### config.mk
export PLATFORM = sky130hd
export DESIGN_NAME = flgs_top
export DESIGN_NICKNAME = d
export VERILOG_FILES = /design/src/hw/flgs_pkg.sv /design/src/hw/flgs_delay.sv /design/src/hw/flgs_stretch.sv /design/src/hw/flgs_top.sv
export SDC_FILE = /design/constraint.sdc
export NUM_CORES = 1
export LEC_CHECK = 0
export ABC_AREA = 1
export BUFFER_PORTS_ARGS = -buffer_cell sky130_fd_sc_hd__buf_2
export CAP_MARGIN = 20
export CORE_MARGIN = 2
export CORE_UTILIZATION = 60
export CTS_CLUSTER_DIAMETER = 40
export DETAILED_ROUTE_END_ITERATION = 6
export HOLD_SLACK_MARGIN = 0.08
export PLACE_DENSITY = 0.79
export RECOVER_POWER = 50
export SETUP_SLACK_MARGIN = 0.2
export SYNTH_ARGS = -nofsm -noshare
export SYNTH_HDL_FRONTEND = slang
export SYNTH_SLANG_ARGS = --single-unit
export TNS_END_PERCENT = 5
### constraint.sdc
create_clock -name mclk_in -period 3.5 [get_ports mclk_in]
set_input_delay 0 -clock mclk_in [delete_from_list [all_inputs] [get_ports mclk_in]]
set_output_delay 0 -clock mclk_in [all_outputs]
set_load 0.02 [all_outputs]
### src/hw/flgs_pkg.sv
// Package for the fast level detect and gain switch block
package flgs_pkg;
  // Register byte addresses
  localparam logic [12:0] FLGS_ADDR_CTRL = 13'h0104;
  localparam logic [12:0] FLGS_ADDR_COARSE = 13'h0105;
  localparam logic [12:0] FLGS_ADDR_FHI_LO = 13'h0106;
  localparam logic [12:0] FLGS_ADDR_FHI_HI = 13'h0107;
  localparam logic [12:0] FLGS_ADDR_FLO_LO = 13'h0108;
  localparam logic [12:0] FLGS_ADDR_FLO_HI = 13'h0109;
  localparam logic [12:0] FLGS_ADDR_DWELL_LO = 13'h010a;
  localparam logic [12:0] FLGS_ADDR_DWELL_HI = 13'h010b;
  // Control register fields
  localparam int FLGS_CTRL_EN_BIT = 0;
  localparam int FLGS_CTRL_MODE_LSB = 1;
  localparam int FLGS_CTRL_MODE_W = 3;
  // Widths
  localparam int FLGS_MAG_W = 13;
  localparam int FLGS_COARSE_W = 3;
  localparam int FLGS_DWELL_W = 16;
  // Reset values
  localparam logic [7:0] FLGS_CTRL_RST = 8'h00;
  localparam logic [2:0] FLGS_COARSE_RST = 3'h0;
  localparam logic [12:0] FLGS_FHI_RST = 13'h1fff;
  localparam logic [12:0] FLGS_FLO_RST = 13'h0000;
  localparam logic [15:0] FLGS_DWELL_RST = 16'h0001;
  // Latencies in sample clocks, counted from the input of each path to the pins
  localparam int FLGS_LAT_FAST = 2;
  localparam int FLGS_LAT_SUBSET = 6;
  localparam int FLGS_LAT_PIPE = 12;
  localparam int FLGS_MIN_HOLD = 2;
  // Largest coarse code from the early stage
  localparam logic [3:0] FLGS_CODE_MAX = 4'h8;
  // Pin routing modes
  typedef enum logic [2:0] {
    FLGS_MODE_FULL_MAG = 3'h0,
    FLGS_MODE_MAG3_OVR = 3'h1,
    FLGS_MODE_MAG2_OVR_FLO = 3'h2,
    FLGS_MODE_MAG2_CHI_FLO = 3'h3,
    FLGS_MODE_FLAGS = 3'h4,
    FLGS_MODE_GAIN = 3'h5
  } flgs_mode_t;
endpackage

### src/hw/flgs_delay.sv
// Fixed shift-register delay line with every tap exposed
`timescale 1ns/1ps
module flgs_delay #(
  parameter int WIDTH = 1,
  parameter int DEPTH = 1
) (
  // Clock and reset
  input wire logic mclk_in,
  input wire logic resetn_in,
  // Data
  input wire logic [WIDTH-1:0] data_in,
  output logic [DEPTH*WIDTH-1:0] taps_out
);
  logic [WIDTH-1:0] stage_q [DEPTH];

  genvar i;
  generate
    for (i = 0; i < DEPTH; i++) begin : g_stage
      always_ff @(posedge mclk_in or negedge resetn_in) begin
        if (!resetn_in) begin
          stage_q[i] <= '0;
        end else begin
          stage_q[i] <= (i == 0) ? data_in : stage_q[(i == 0) ? 0 : i-1];
        end
      end
      assign taps_out[i*WIDTH +: WIDTH] = stage_q[i];
    end
  endgenerate
endmodule // flgs_delay

### src/hw/flgs_stretch.sv
// Registers raw indicators and holds each high for a minimum number of cycles
`timescale 1ns/1ps
module flgs_stretch #(
  parameter int WIDTH = 1,
  parameter int MIN_HOLD = 2
) (
  // Clock and reset
  input wire logic mclk_in,
  input wire logic resetn_in,
  // Indicators
  input wire logic [WIDTH-1:0] raw_in,
  output logic [WIDTH-1:0] held_out
);
  localparam int CW = $clog2(MIN_HOLD + 1);
  localparam logic [CW-1:0] HOLD_LOAD = CW'(MIN_HOLD - 1);

  genvar i;
  generate
    for (i = 0; i < WIDTH; i++) begin : g_bit
      logic [CW-1:0] cnt_q;
      logic out_q;
      // Output follows the instantaneous level, the counter only extends short pulses
      always_ff @(posedge mclk_in or negedge resetn_in) begin
        if (!resetn_in) begin
          out_q <= 1'b0;
          cnt_q <= '0;
        end else begin
          out_q <= raw_in[i] | (cnt_q != '0);
          if (raw_in[i] && !out_q) begin
            cnt_q <= HOLD_LOAD;
          end else if (cnt_q != '0) begin
            cnt_q <= cnt_q - CW'(1);
          end
        end
      end
      assign held_out[i] = out_q;
    end
  endgenerate
endmodule // flgs_stretch

### src/hw/flgs_top.sv
// Per-channel fast level detect and gain switch indicator logic
//
// Summary of operation
// - Mode zero: coarse code on pins, two cycles
// - Four-bit coarse code rises 0000 to 1000
// - Modes one to three: subset, six cycles
// - Mode one: three-bit code, top code saturates
// - Modes two, three: two-bit code, LSB dropped
// - Overrange shown twelve cycles after input
// - Coarse high flag two cycles after exceed, six in mode three
// - Coarse high flag held at least two cycles
// - Coarse trip code picks the level
// - Fine high flag: magnitude above fine high
// - Fine low flag: magnitude below fine low
// - Fine thresholds on thirteen-bit magnitude scale
// - Gain lower flag: fast magnitude above coarse
// - Gain raise flag after dwell below fine low
// - Instantaneous flags, each at least two cycles
// - Mode field routes the four pins
// - Comparisons use magnitude only, sign ignored
`timescale 1ns/1ps
module flgs_top
  import flgs_pkg::*;
#(
  parameter int SAMPLE_W = 10
) (
  // Clock and reset
  input wire logic mclk_in,
  input wire logic resetn_in,
  // Converter datapath, same clock
  input wire logic [3:0] coarse_code_in,
  input wire logic ovr_in,
  input wire logic signed [SAMPLE_W-1:0] out_sample_in,
  // Register port from the serial control logic
  input wire logic [12:0] reg_addr_in,
  input wire logic [7:0] reg_wdata_in,
  input wire logic reg_wr_in,
  input wire logic reg_rd_in,
  output logic [7:0] reg_rdata_out,
  // Indicator pins
  output logic [3:0] level_indicator_pins_out
);
  // Registers
  logic [7:0] ctrl_q;
  logic [2:0] coarse_trip_level_q;
  logic [12:0] fine_high_trip_level_q;
  logic [12:0] fine_low_trip_level_q;
  logic [15:0] gain_raise_dwell_time_q;
  logic [7:0] rdata_q;
  logic [3:0] pins_q;
  logic [15:0] dwell_cnt_q;

  // Magnitude of a signed sample on the 13-bit full-scale scale
  function automatic logic [FLGS_MAG_W-1:0] mag13(input logic signed [SAMPLE_W-1:0] s);
    logic [SAMPLE_W-1:0] a;
    logic [FLGS_MAG_W+SAMPLE_W-1:0] w;
    a = s[SAMPLE_W-1] ? SAMPLE_W'(-s) : SAMPLE_W'(s);
    w = (FLGS_MAG_W+SAMPLE_W)'(a) << (FLGS_MAG_W - (SAMPLE_W - 1));
    // Negative full scale would land on 2^13, saturate it to the top code
    mag13 = (w >= (FLGS_MAG_W+SAMPLE_W)'(1 << FLGS_MAG_W)) ? '1 : w[FLGS_MAG_W-1:0];
  endfunction

  // Clamp the nine-level early code to a three-bit code
  function automatic logic [2:0] code3(input logic [3:0] c);
    code3 = (c > 4'h7) ? 3'h7 : c[2:0];
  endfunction

  // Register writes
  always_ff @(posedge mclk_in or negedge resetn_in) begin
    if (!resetn_in) begin
      ctrl_q <= FLGS_CTRL_RST;
      coarse_trip_level_q <= FLGS_COARSE_RST;
      fine_high_trip_level_q <= FLGS_FHI_RST;
      fine_low_trip_level_q <= FLGS_FLO_RST;
      gain_raise_dwell_time_q <= FLGS_DWELL_RST;
    end else if (reg_wr_in) begin
      case (reg_addr_in)
        FLGS_ADDR_CTRL: begin
          ctrl_q <= {4'h0, reg_wdata_in[3:0]};
        end
        FLGS_ADDR_COARSE: begin
          coarse_trip_level_q <= reg_wdata_in[2:0];
        end
        FLGS_ADDR_FHI_LO: begin
          fine_high_trip_level_q[7:0] <= reg_wdata_in;
        end
        FLGS_ADDR_FHI_HI: begin
          fine_high_trip_level_q[12:8] <= reg_wdata_in[4:0];
        end
        FLGS_ADDR_FLO_LO: begin
          fine_low_trip_level_q[7:0] <= reg_wdata_in;
        end
        FLGS_ADDR_FLO_HI: begin
          fine_low_trip_level_q[12:8] <= reg_wdata_in[4:0];
        end
        FLGS_ADDR_DWELL_LO: begin
          gain_raise_dwell_time_q[7:0] <= reg_wdata_in;
        end
        FLGS_ADDR_DWELL_HI: begin
          gain_raise_dwell_time_q[15:8] <= reg_wdata_in;
        end
        default: begin
        end
      endcase
    end
  end

  // Register reads, answered one cycle after the strobe; unmapped reads give zero
  always_ff @(posedge mclk_in or negedge resetn_in) begin
    if (!resetn_in) begin
      rdata_q <= 8'h00;
    end else if (reg_rd_in) begin
      case (reg_addr_in)
        FLGS_ADDR_CTRL: rdata_q <= ctrl_q;
        FLGS_ADDR_COARSE: rdata_q <= {5'h00, coarse_trip_level_q};
        FLGS_ADDR_FHI_LO: rdata_q <= fine_high_trip_level_q[7:0];
        FLGS_ADDR_FHI_HI: rdata_q <= {3'h0, fine_high_trip_level_q[12:8]};
        FLGS_ADDR_FLO_LO: rdata_q <= fine_low_trip_level_q[7:0];
        FLGS_ADDR_FLO_HI: rdata_q <= {3'h0, fine_low_trip_level_q[12:8]};
        FLGS_ADDR_DWELL_LO: rdata_q <= gain_raise_dwell_time_q[7:0];
        FLGS_ADDR_DWELL_HI: rdata_q <= gain_raise_dwell_time_q[15:8];
        default: rdata_q <= 8'h00;
      endcase
    end
  end
  assign reg_rdata_out = rdata_q;

  // Control fields
  logic detect_en;
  flgs_mode_t mode;
  assign detect_en = ctrl_q[FLGS_CTRL_EN_BIT];
  assign mode = flgs_mode_t'(ctrl_q[FLGS_CTRL_MODE_LSB +: FLGS_CTRL_MODE_W]);

  // Raw comparisons, all on unsigned magnitudes
  logic [FLGS_MAG_W-1:0] out_mag;
  logic [3:0] code_sat;
  logic chi_raw;
  logic fhi_raw;
  logic flo_raw;
  logic ihi_raw;
  logic [15:0] dwell_eff;
  assign code_sat = (coarse_code_in > FLGS_CODE_MAX) ? FLGS_CODE_MAX : coarse_code_in;
  assign out_mag = mag13(out_sample_in);
  assign chi_raw = code_sat > {1'b0, coarse_trip_level_q};
  assign fhi_raw = out_mag > fine_high_trip_level_q;
  assign flo_raw = out_mag < fine_low_trip_level_q;
  // A dwell of zero is outside the legal range and behaves as one
  assign dwell_eff = (gain_raise_dwell_time_q == 16'h0000) ? 16'h0001 : gain_raise_dwell_time_q;
  assign ihi_raw = flo_raw && (dwell_cnt_q >= dwell_eff - 16'h0001);

  // Consecutive cycles below the fine low level, saturating
  always_ff @(posedge mclk_in or negedge resetn_in) begin
    if (!resetn_in) begin
      dwell_cnt_q <= 16'h0000;
    end else if (!flo_raw) begin
      dwell_cnt_q <= 16'h0000;
    end else if (dwell_cnt_q != 16'hffff) begin
      dwell_cnt_q <= dwell_cnt_q + 16'h0001;
    end
  end

  // Indicators are registered once and held for the minimum time
  // Bit order: 0 coarse high, 1 fine high, 2 fine low, 3 gain raise
  logic [3:0] flags;
  flgs_stretch #(
    .WIDTH(4),
    .MIN_HOLD(FLGS_MIN_HOLD)
  ) u_stretch (
    .mclk_in(mclk_in),
    .resetn_in(resetn_in),
    .raw_in({ihi_raw, flo_raw, fhi_raw, chi_raw}),
    .held_out(flags)
  );

  // Early code delay; tap k holds the code from k+1 cycles ago
  localparam int CODE_DEPTH = FLGS_LAT_SUBSET - 1;
  logic [CODE_DEPTH*4-1:0] code_taps;
  flgs_delay #(
    .WIDTH(4),
    .DEPTH(CODE_DEPTH)
  ) u_code_dly (
    .mclk_in(mclk_in),
    .resetn_in(resetn_in),
    .data_in(code_sat),
    .taps_out(code_taps)
  );

  // Flags delayed so that subset modes line up at six cycles
  localparam int FLAG_DEPTH = FLGS_LAT_SUBSET - FLGS_LAT_FAST;
  logic [FLAG_DEPTH*4-1:0] flag_taps;
  flgs_delay #(
    .WIDTH(4),
    .DEPTH(FLAG_DEPTH)
  ) u_flag_dly (
    .mclk_in(mclk_in),
    .resetn_in(resetn_in),
    .data_in(flags),
    .taps_out(flag_taps)
  );

  // Overrange travels the full pipeline depth
  localparam int OVR_DEPTH = FLGS_LAT_PIPE - 1;
  logic [OVR_DEPTH-1:0] ovr_taps;
  flgs_delay #(
    .WIDTH(1),
    .DEPTH(OVR_DEPTH)
  ) u_ovr_dly (
    .mclk_in(mclk_in),
    .resetn_in(resetn_in),
    .data_in(ovr_in),
    .taps_out(ovr_taps)
  );

  logic [3:0] code_fast;
  logic [3:0] code_slow;
  logic [2:0] code_slow3;
  logic [3:0] flag_slow;
  logic ovr_late;
  assign code_fast = code_taps[(FLGS_LAT_FAST-2)*4 +: 4];
  assign code_slow = code_taps[(FLGS_LAT_SUBSET-2)*4 +: 4];
  assign code_slow3 = code3(code_slow);
  assign flag_slow = flag_taps[(FLAG_DEPTH-1)*4 +: 4];
  assign ovr_late = ovr_taps[OVR_DEPTH-1];

  // Pin routing; the final register is the last stage of every latency
  logic [3:0] pins_d;
  always_comb begin
    pins_d = 4'h0;
    if (detect_en) begin
      case (mode)
        FLGS_MODE_FULL_MAG: begin
          pins_d = code_fast;
        end
        FLGS_MODE_MAG3_OVR: begin
          pins_d = {code_slow3, ovr_late};
        end
        FLGS_MODE_MAG2_OVR_FLO: begin
          pins_d = {code_slow3[2:1], ovr_late, flag_slow[2]};
        end
        FLGS_MODE_MAG2_CHI_FLO: begin
          pins_d = {code_slow3[2:1], flag_slow[0], flag_slow[2]};
        end
        FLGS_MODE_FLAGS: begin
          pins_d = {ovr_late, flags[0], flags[1], flags[2]};
        end
        FLGS_MODE_GAIN: begin
          // Gain lower shares the coarse high comparison and its hold
          pins_d = {ovr_late, flags[1], flags[3], flags[0]};
        end
        default: begin
          pins_d = 4'h0;
        end
      endcase
    end
  end

  always_ff @(posedge mclk_in or negedge resetn_in) begin
    if (!resetn_in) begin
      pins_q <= 4'h0;
    end else begin
      pins_q <= pins_d;
    end
  end
  assign level_indicator_pins_out = pins_q;
endmodule // flgs_top

==> qor.txt <==
maximum clock insertion buffer count: 2
Yosys warning count: 0
family with the most delay on the worst path: simple AND/OR/NAND/NOR gates
Worst setup SP type: flop
syn_area_per_cell: 8.32 um^2
I/O pin count: 52
syn nets: 940
first-pass GRT wire length: 26500 um
Final nets: 1018
clock power share: 44.6%
Initial Utilization: 61.6%
antenna fix cells: 0
CP max-delay cell: dfrtp_1
crit-path cells: nor2_1 > nand2_1 > nor2_1 > nand3b_1 > nand2_1 > inv_1 > ha_1 > nor3b_2 > buf_4 > nand2_1 > nor2_1 > xnor2_1 > ha_1 > nand2_1 > inv_1 > nand3_1 > nor3_2 > nand2_1 > nand3_1 > nand4_1 > nand2_1 > inv_1
placed cell count: 1033
Post-synth top cells: 207 x nand2_1, 114 x dfrtp_1, 110 x inv_1
worst-skew pair later-pin latency: 0.42 ns
H-tree Lvls: 4
Critical Path Max Stage Delay: 0.43 ns
Worst Clk Skew: 0.00642 ns
Top FF cell, synth: dfrtp_1
clk slew on worst S/H paths: 0.06 ns
DR DRC count: 0
FP Rows: 39
CTS tree: built
Die Ht: 112 um
fmax: 330 MHz
WP data required: 3.82 ns
I/O Buffers: 51
Area Overhead vs Synth: 14.7%
DP Wirelength: 11400 um
via density per instance: 5.38
Filler Cells Inserted: 921
mapped cell area: 0.00706 mm^2
critical path arrival: 3.35 ns
drt wl/cell: 14.6 um
sequential fraction of design power: 43.0%
Power Internal: 2.86 mW
cts bufs inserted: 17
Leak: 4.07 nW
Setup Viol. Count Final: 0
drt total wl: 15800 um
largest net degree at the start of global routing: 79
critical path class: flop to flop
synth unique cells: 40
worst-margin pin slew: 1.56 ns
HP Class: input port to flop
register area: 0.00322 mm^2
GRT Util Overall: 26.6%
outcome: complete, but fails checks
chip width: 112 um
Core Region: 0.0115 mm^2
fin util: 70.6%
DIE AREA: 0.0127 mm^2
Worst setup EP type: flop
sequential fraction of the synthesis area: 45.6%
vias in the first global route: 5629
RSZ-0062 raised after global routing: no
minimum clock period: 3.03 ns
Seq cells post-synth: 128
Post-Synthesis Cells: 849
TritonRoute pass-1 iters: 5
Setup TNS Final: 0 ns
maximum VDD drop: 0.384 mV
share of cells above drive strength 1: 11.1%
ys async rst share: 100%
drt first-iter violations: 446
Fin. Hold Viols: 0
Max transition margin: -3.79%
most used cell, CP: nand2_1
failing checks: max-capacitance violations, max-slew violations
switching power: 1.02 mW
Final GP Congestion: 0.915
cell taking the most area after synthesis: dfrtp_1
non-filler cells in the finished layout: 1083
max-slew violation count: 65
synth top area cells: dfrtp_1 40%, nand2_1 11%, ha_1 9.0%
Max Fanout on Critical Path: 5
EDFF count, synth: 0
Num Clock Sinks: 128
post-route ant nets: 0
multi-input combinational cell area: 0.00326 mm^2
initial antenna violation count: 0
total gr overflow: 0
combinational share of power: 12.4%
CP bufs+invs: 4
switching portion of total power: 26.2%
Tcrit/Tclk final: 86.7%
vias: 5825
root buf cell: clkbuf_16
Max-cap violations: 1
count leader, synth: nand2_1
Synth top area share: 40.4%
Pwr per Cell Area: 479 mW/mm^2
## path summary, 6_finish.rpt
check	slack, ns	depth (start not counted)	from	endpoint
min in group asynchronous	0.73	3	resetn_in	dwell_cnt_q[10]
max in group asynchronous	0.58	5	resetn_in	level_indicator_pins_out[3]
setup reg to reg	0.47	22	gain_raise_dwell_time_q[7]	u_stretch.g_bit[3].cnt_q[1]
hold reg to reg	0.35	0	u_ovr_dly.taps_out[8]	u_ovr_dly.taps_out[9]
setup / recovery	0.47	22	gain_raise_dwell_time_q[7]	u_stretch.g_bit[3].cnt_q[1]
hold / removal	0.22	2	ovr_in	u_ovr_dly.taps_out[0]
## repair_timing
action                                  CTS  global route
hold buffers                             16             1
resized for setup                         0             3
setup buffers                             0             0
hold endpoints to repair                132            10
endpoints found under the setup margin    0             2
## power groups by stage
| stage | Combinational [mW] | Clock [mW] | Sequential, mW |
|---|---|---|---|
| detailed placement | 0.463 | 0 | 1.69 |
| floorplan | 0.330 | 0 | 1.67 |
| global placement | 0.448 | 0 | 1.69 |
| global route | 0.554 | 1.82 | 1.68 |
| CTS | 0.486 | 1.75 | 1.67 |
| finish | 0.480 | 1.73 | 1.67 |
## metal layers
layer  GRT usage (%)  vias up  share of wire (%)
met5               0        -                  0
met4            10.2        0                2.1
met3            5.35       27                4.6
met2            43.7      149                 48
met1            35.2     2730                 45
li1                -     2919                  -
## stage by stage
stage	power [mW]	hold slack, ns	area [um^2]	worst slack, ns
2_1_floorplan	2.00	-0.296	7060	0.562
5_1_grt	4.05	0.222	8100	0.125
6_report	3.88	0.221	8100	0.467
3_3_place_gp	2.13	0.109	7430	0.492
4_1_cts	3.91	0.0894	8170	0.410
3_5_place_dp	2.15	0.112	7430	0.429
## cells by family (layout without fill, tap and decap cells)
family / after synthesis / in the layout / share of synthesized area, %
flops: 128 / 128 / 45.6
simple gates: 399 / 399 / 25.9
xor+xnor: 27 / 27 / 3.35
fa+ha+maj: 51 / 51 / 9.03
compound gates: 119 / 119 / 8.80
buf+inv: 125 / 216 / 7.33
## registers in the layout, indices dropped and copies added, names as in the netlist
name,cells
u_stretch.g_bit.out_q,4
u_ovr_dly.taps_out,11
level_indicator_pins_out,4
gain_raise_dwell_time_q,16
u_stretch.g_bit.cnt_q,8
coarse_trip_level_q,3
dwell_cnt_q,16
u_code_dly.taps_out,20
ctrl_q,4
u_flag_dly.taps_out,8
reg_rdata_out,8
fine_low_trip_level_q,13
fine_high_trip_level_q,13
## cell type report
type                    instances  area share (%)
inverters                     110            5.10
clock buffers                  20            5.51
flip-flops and latches        128            39.8
clock inverters                12            1.67
repair buffers                 74            5.51
multi-input cells             596            40.2
well taps                     143            2.21
## cells in the final DEF (no fill, tap or decap), types with 3 or more instances in the layout
cell type	synthesis	final
o21ai_1	11	11
clkbuf_1	3	17
buf_2	3	37
clkinvlp_4	0	4
nand2_1	207	209
a21oi_1	24	24
or2_2	3	3
nor2_1	62	62
ha_1	51	51
nand3_1	68	74
nand4_1	12	12
clkbuf_16	0	17
nand3b_1	3	3
nand2_2	4	3
dfstp_2	14	14
nor3_2	2	3
xnor2_1	6	6
nor3_1	17	19
dlygate4sd3_1	0	17
dfrtp_1	114	114
nor2_2	3	3
inv_1	110	110
buf_4	4	4
o21ai_0	74	74
xor2_1	21	21
Note: power is estimated with default switching activity, not from simulation.
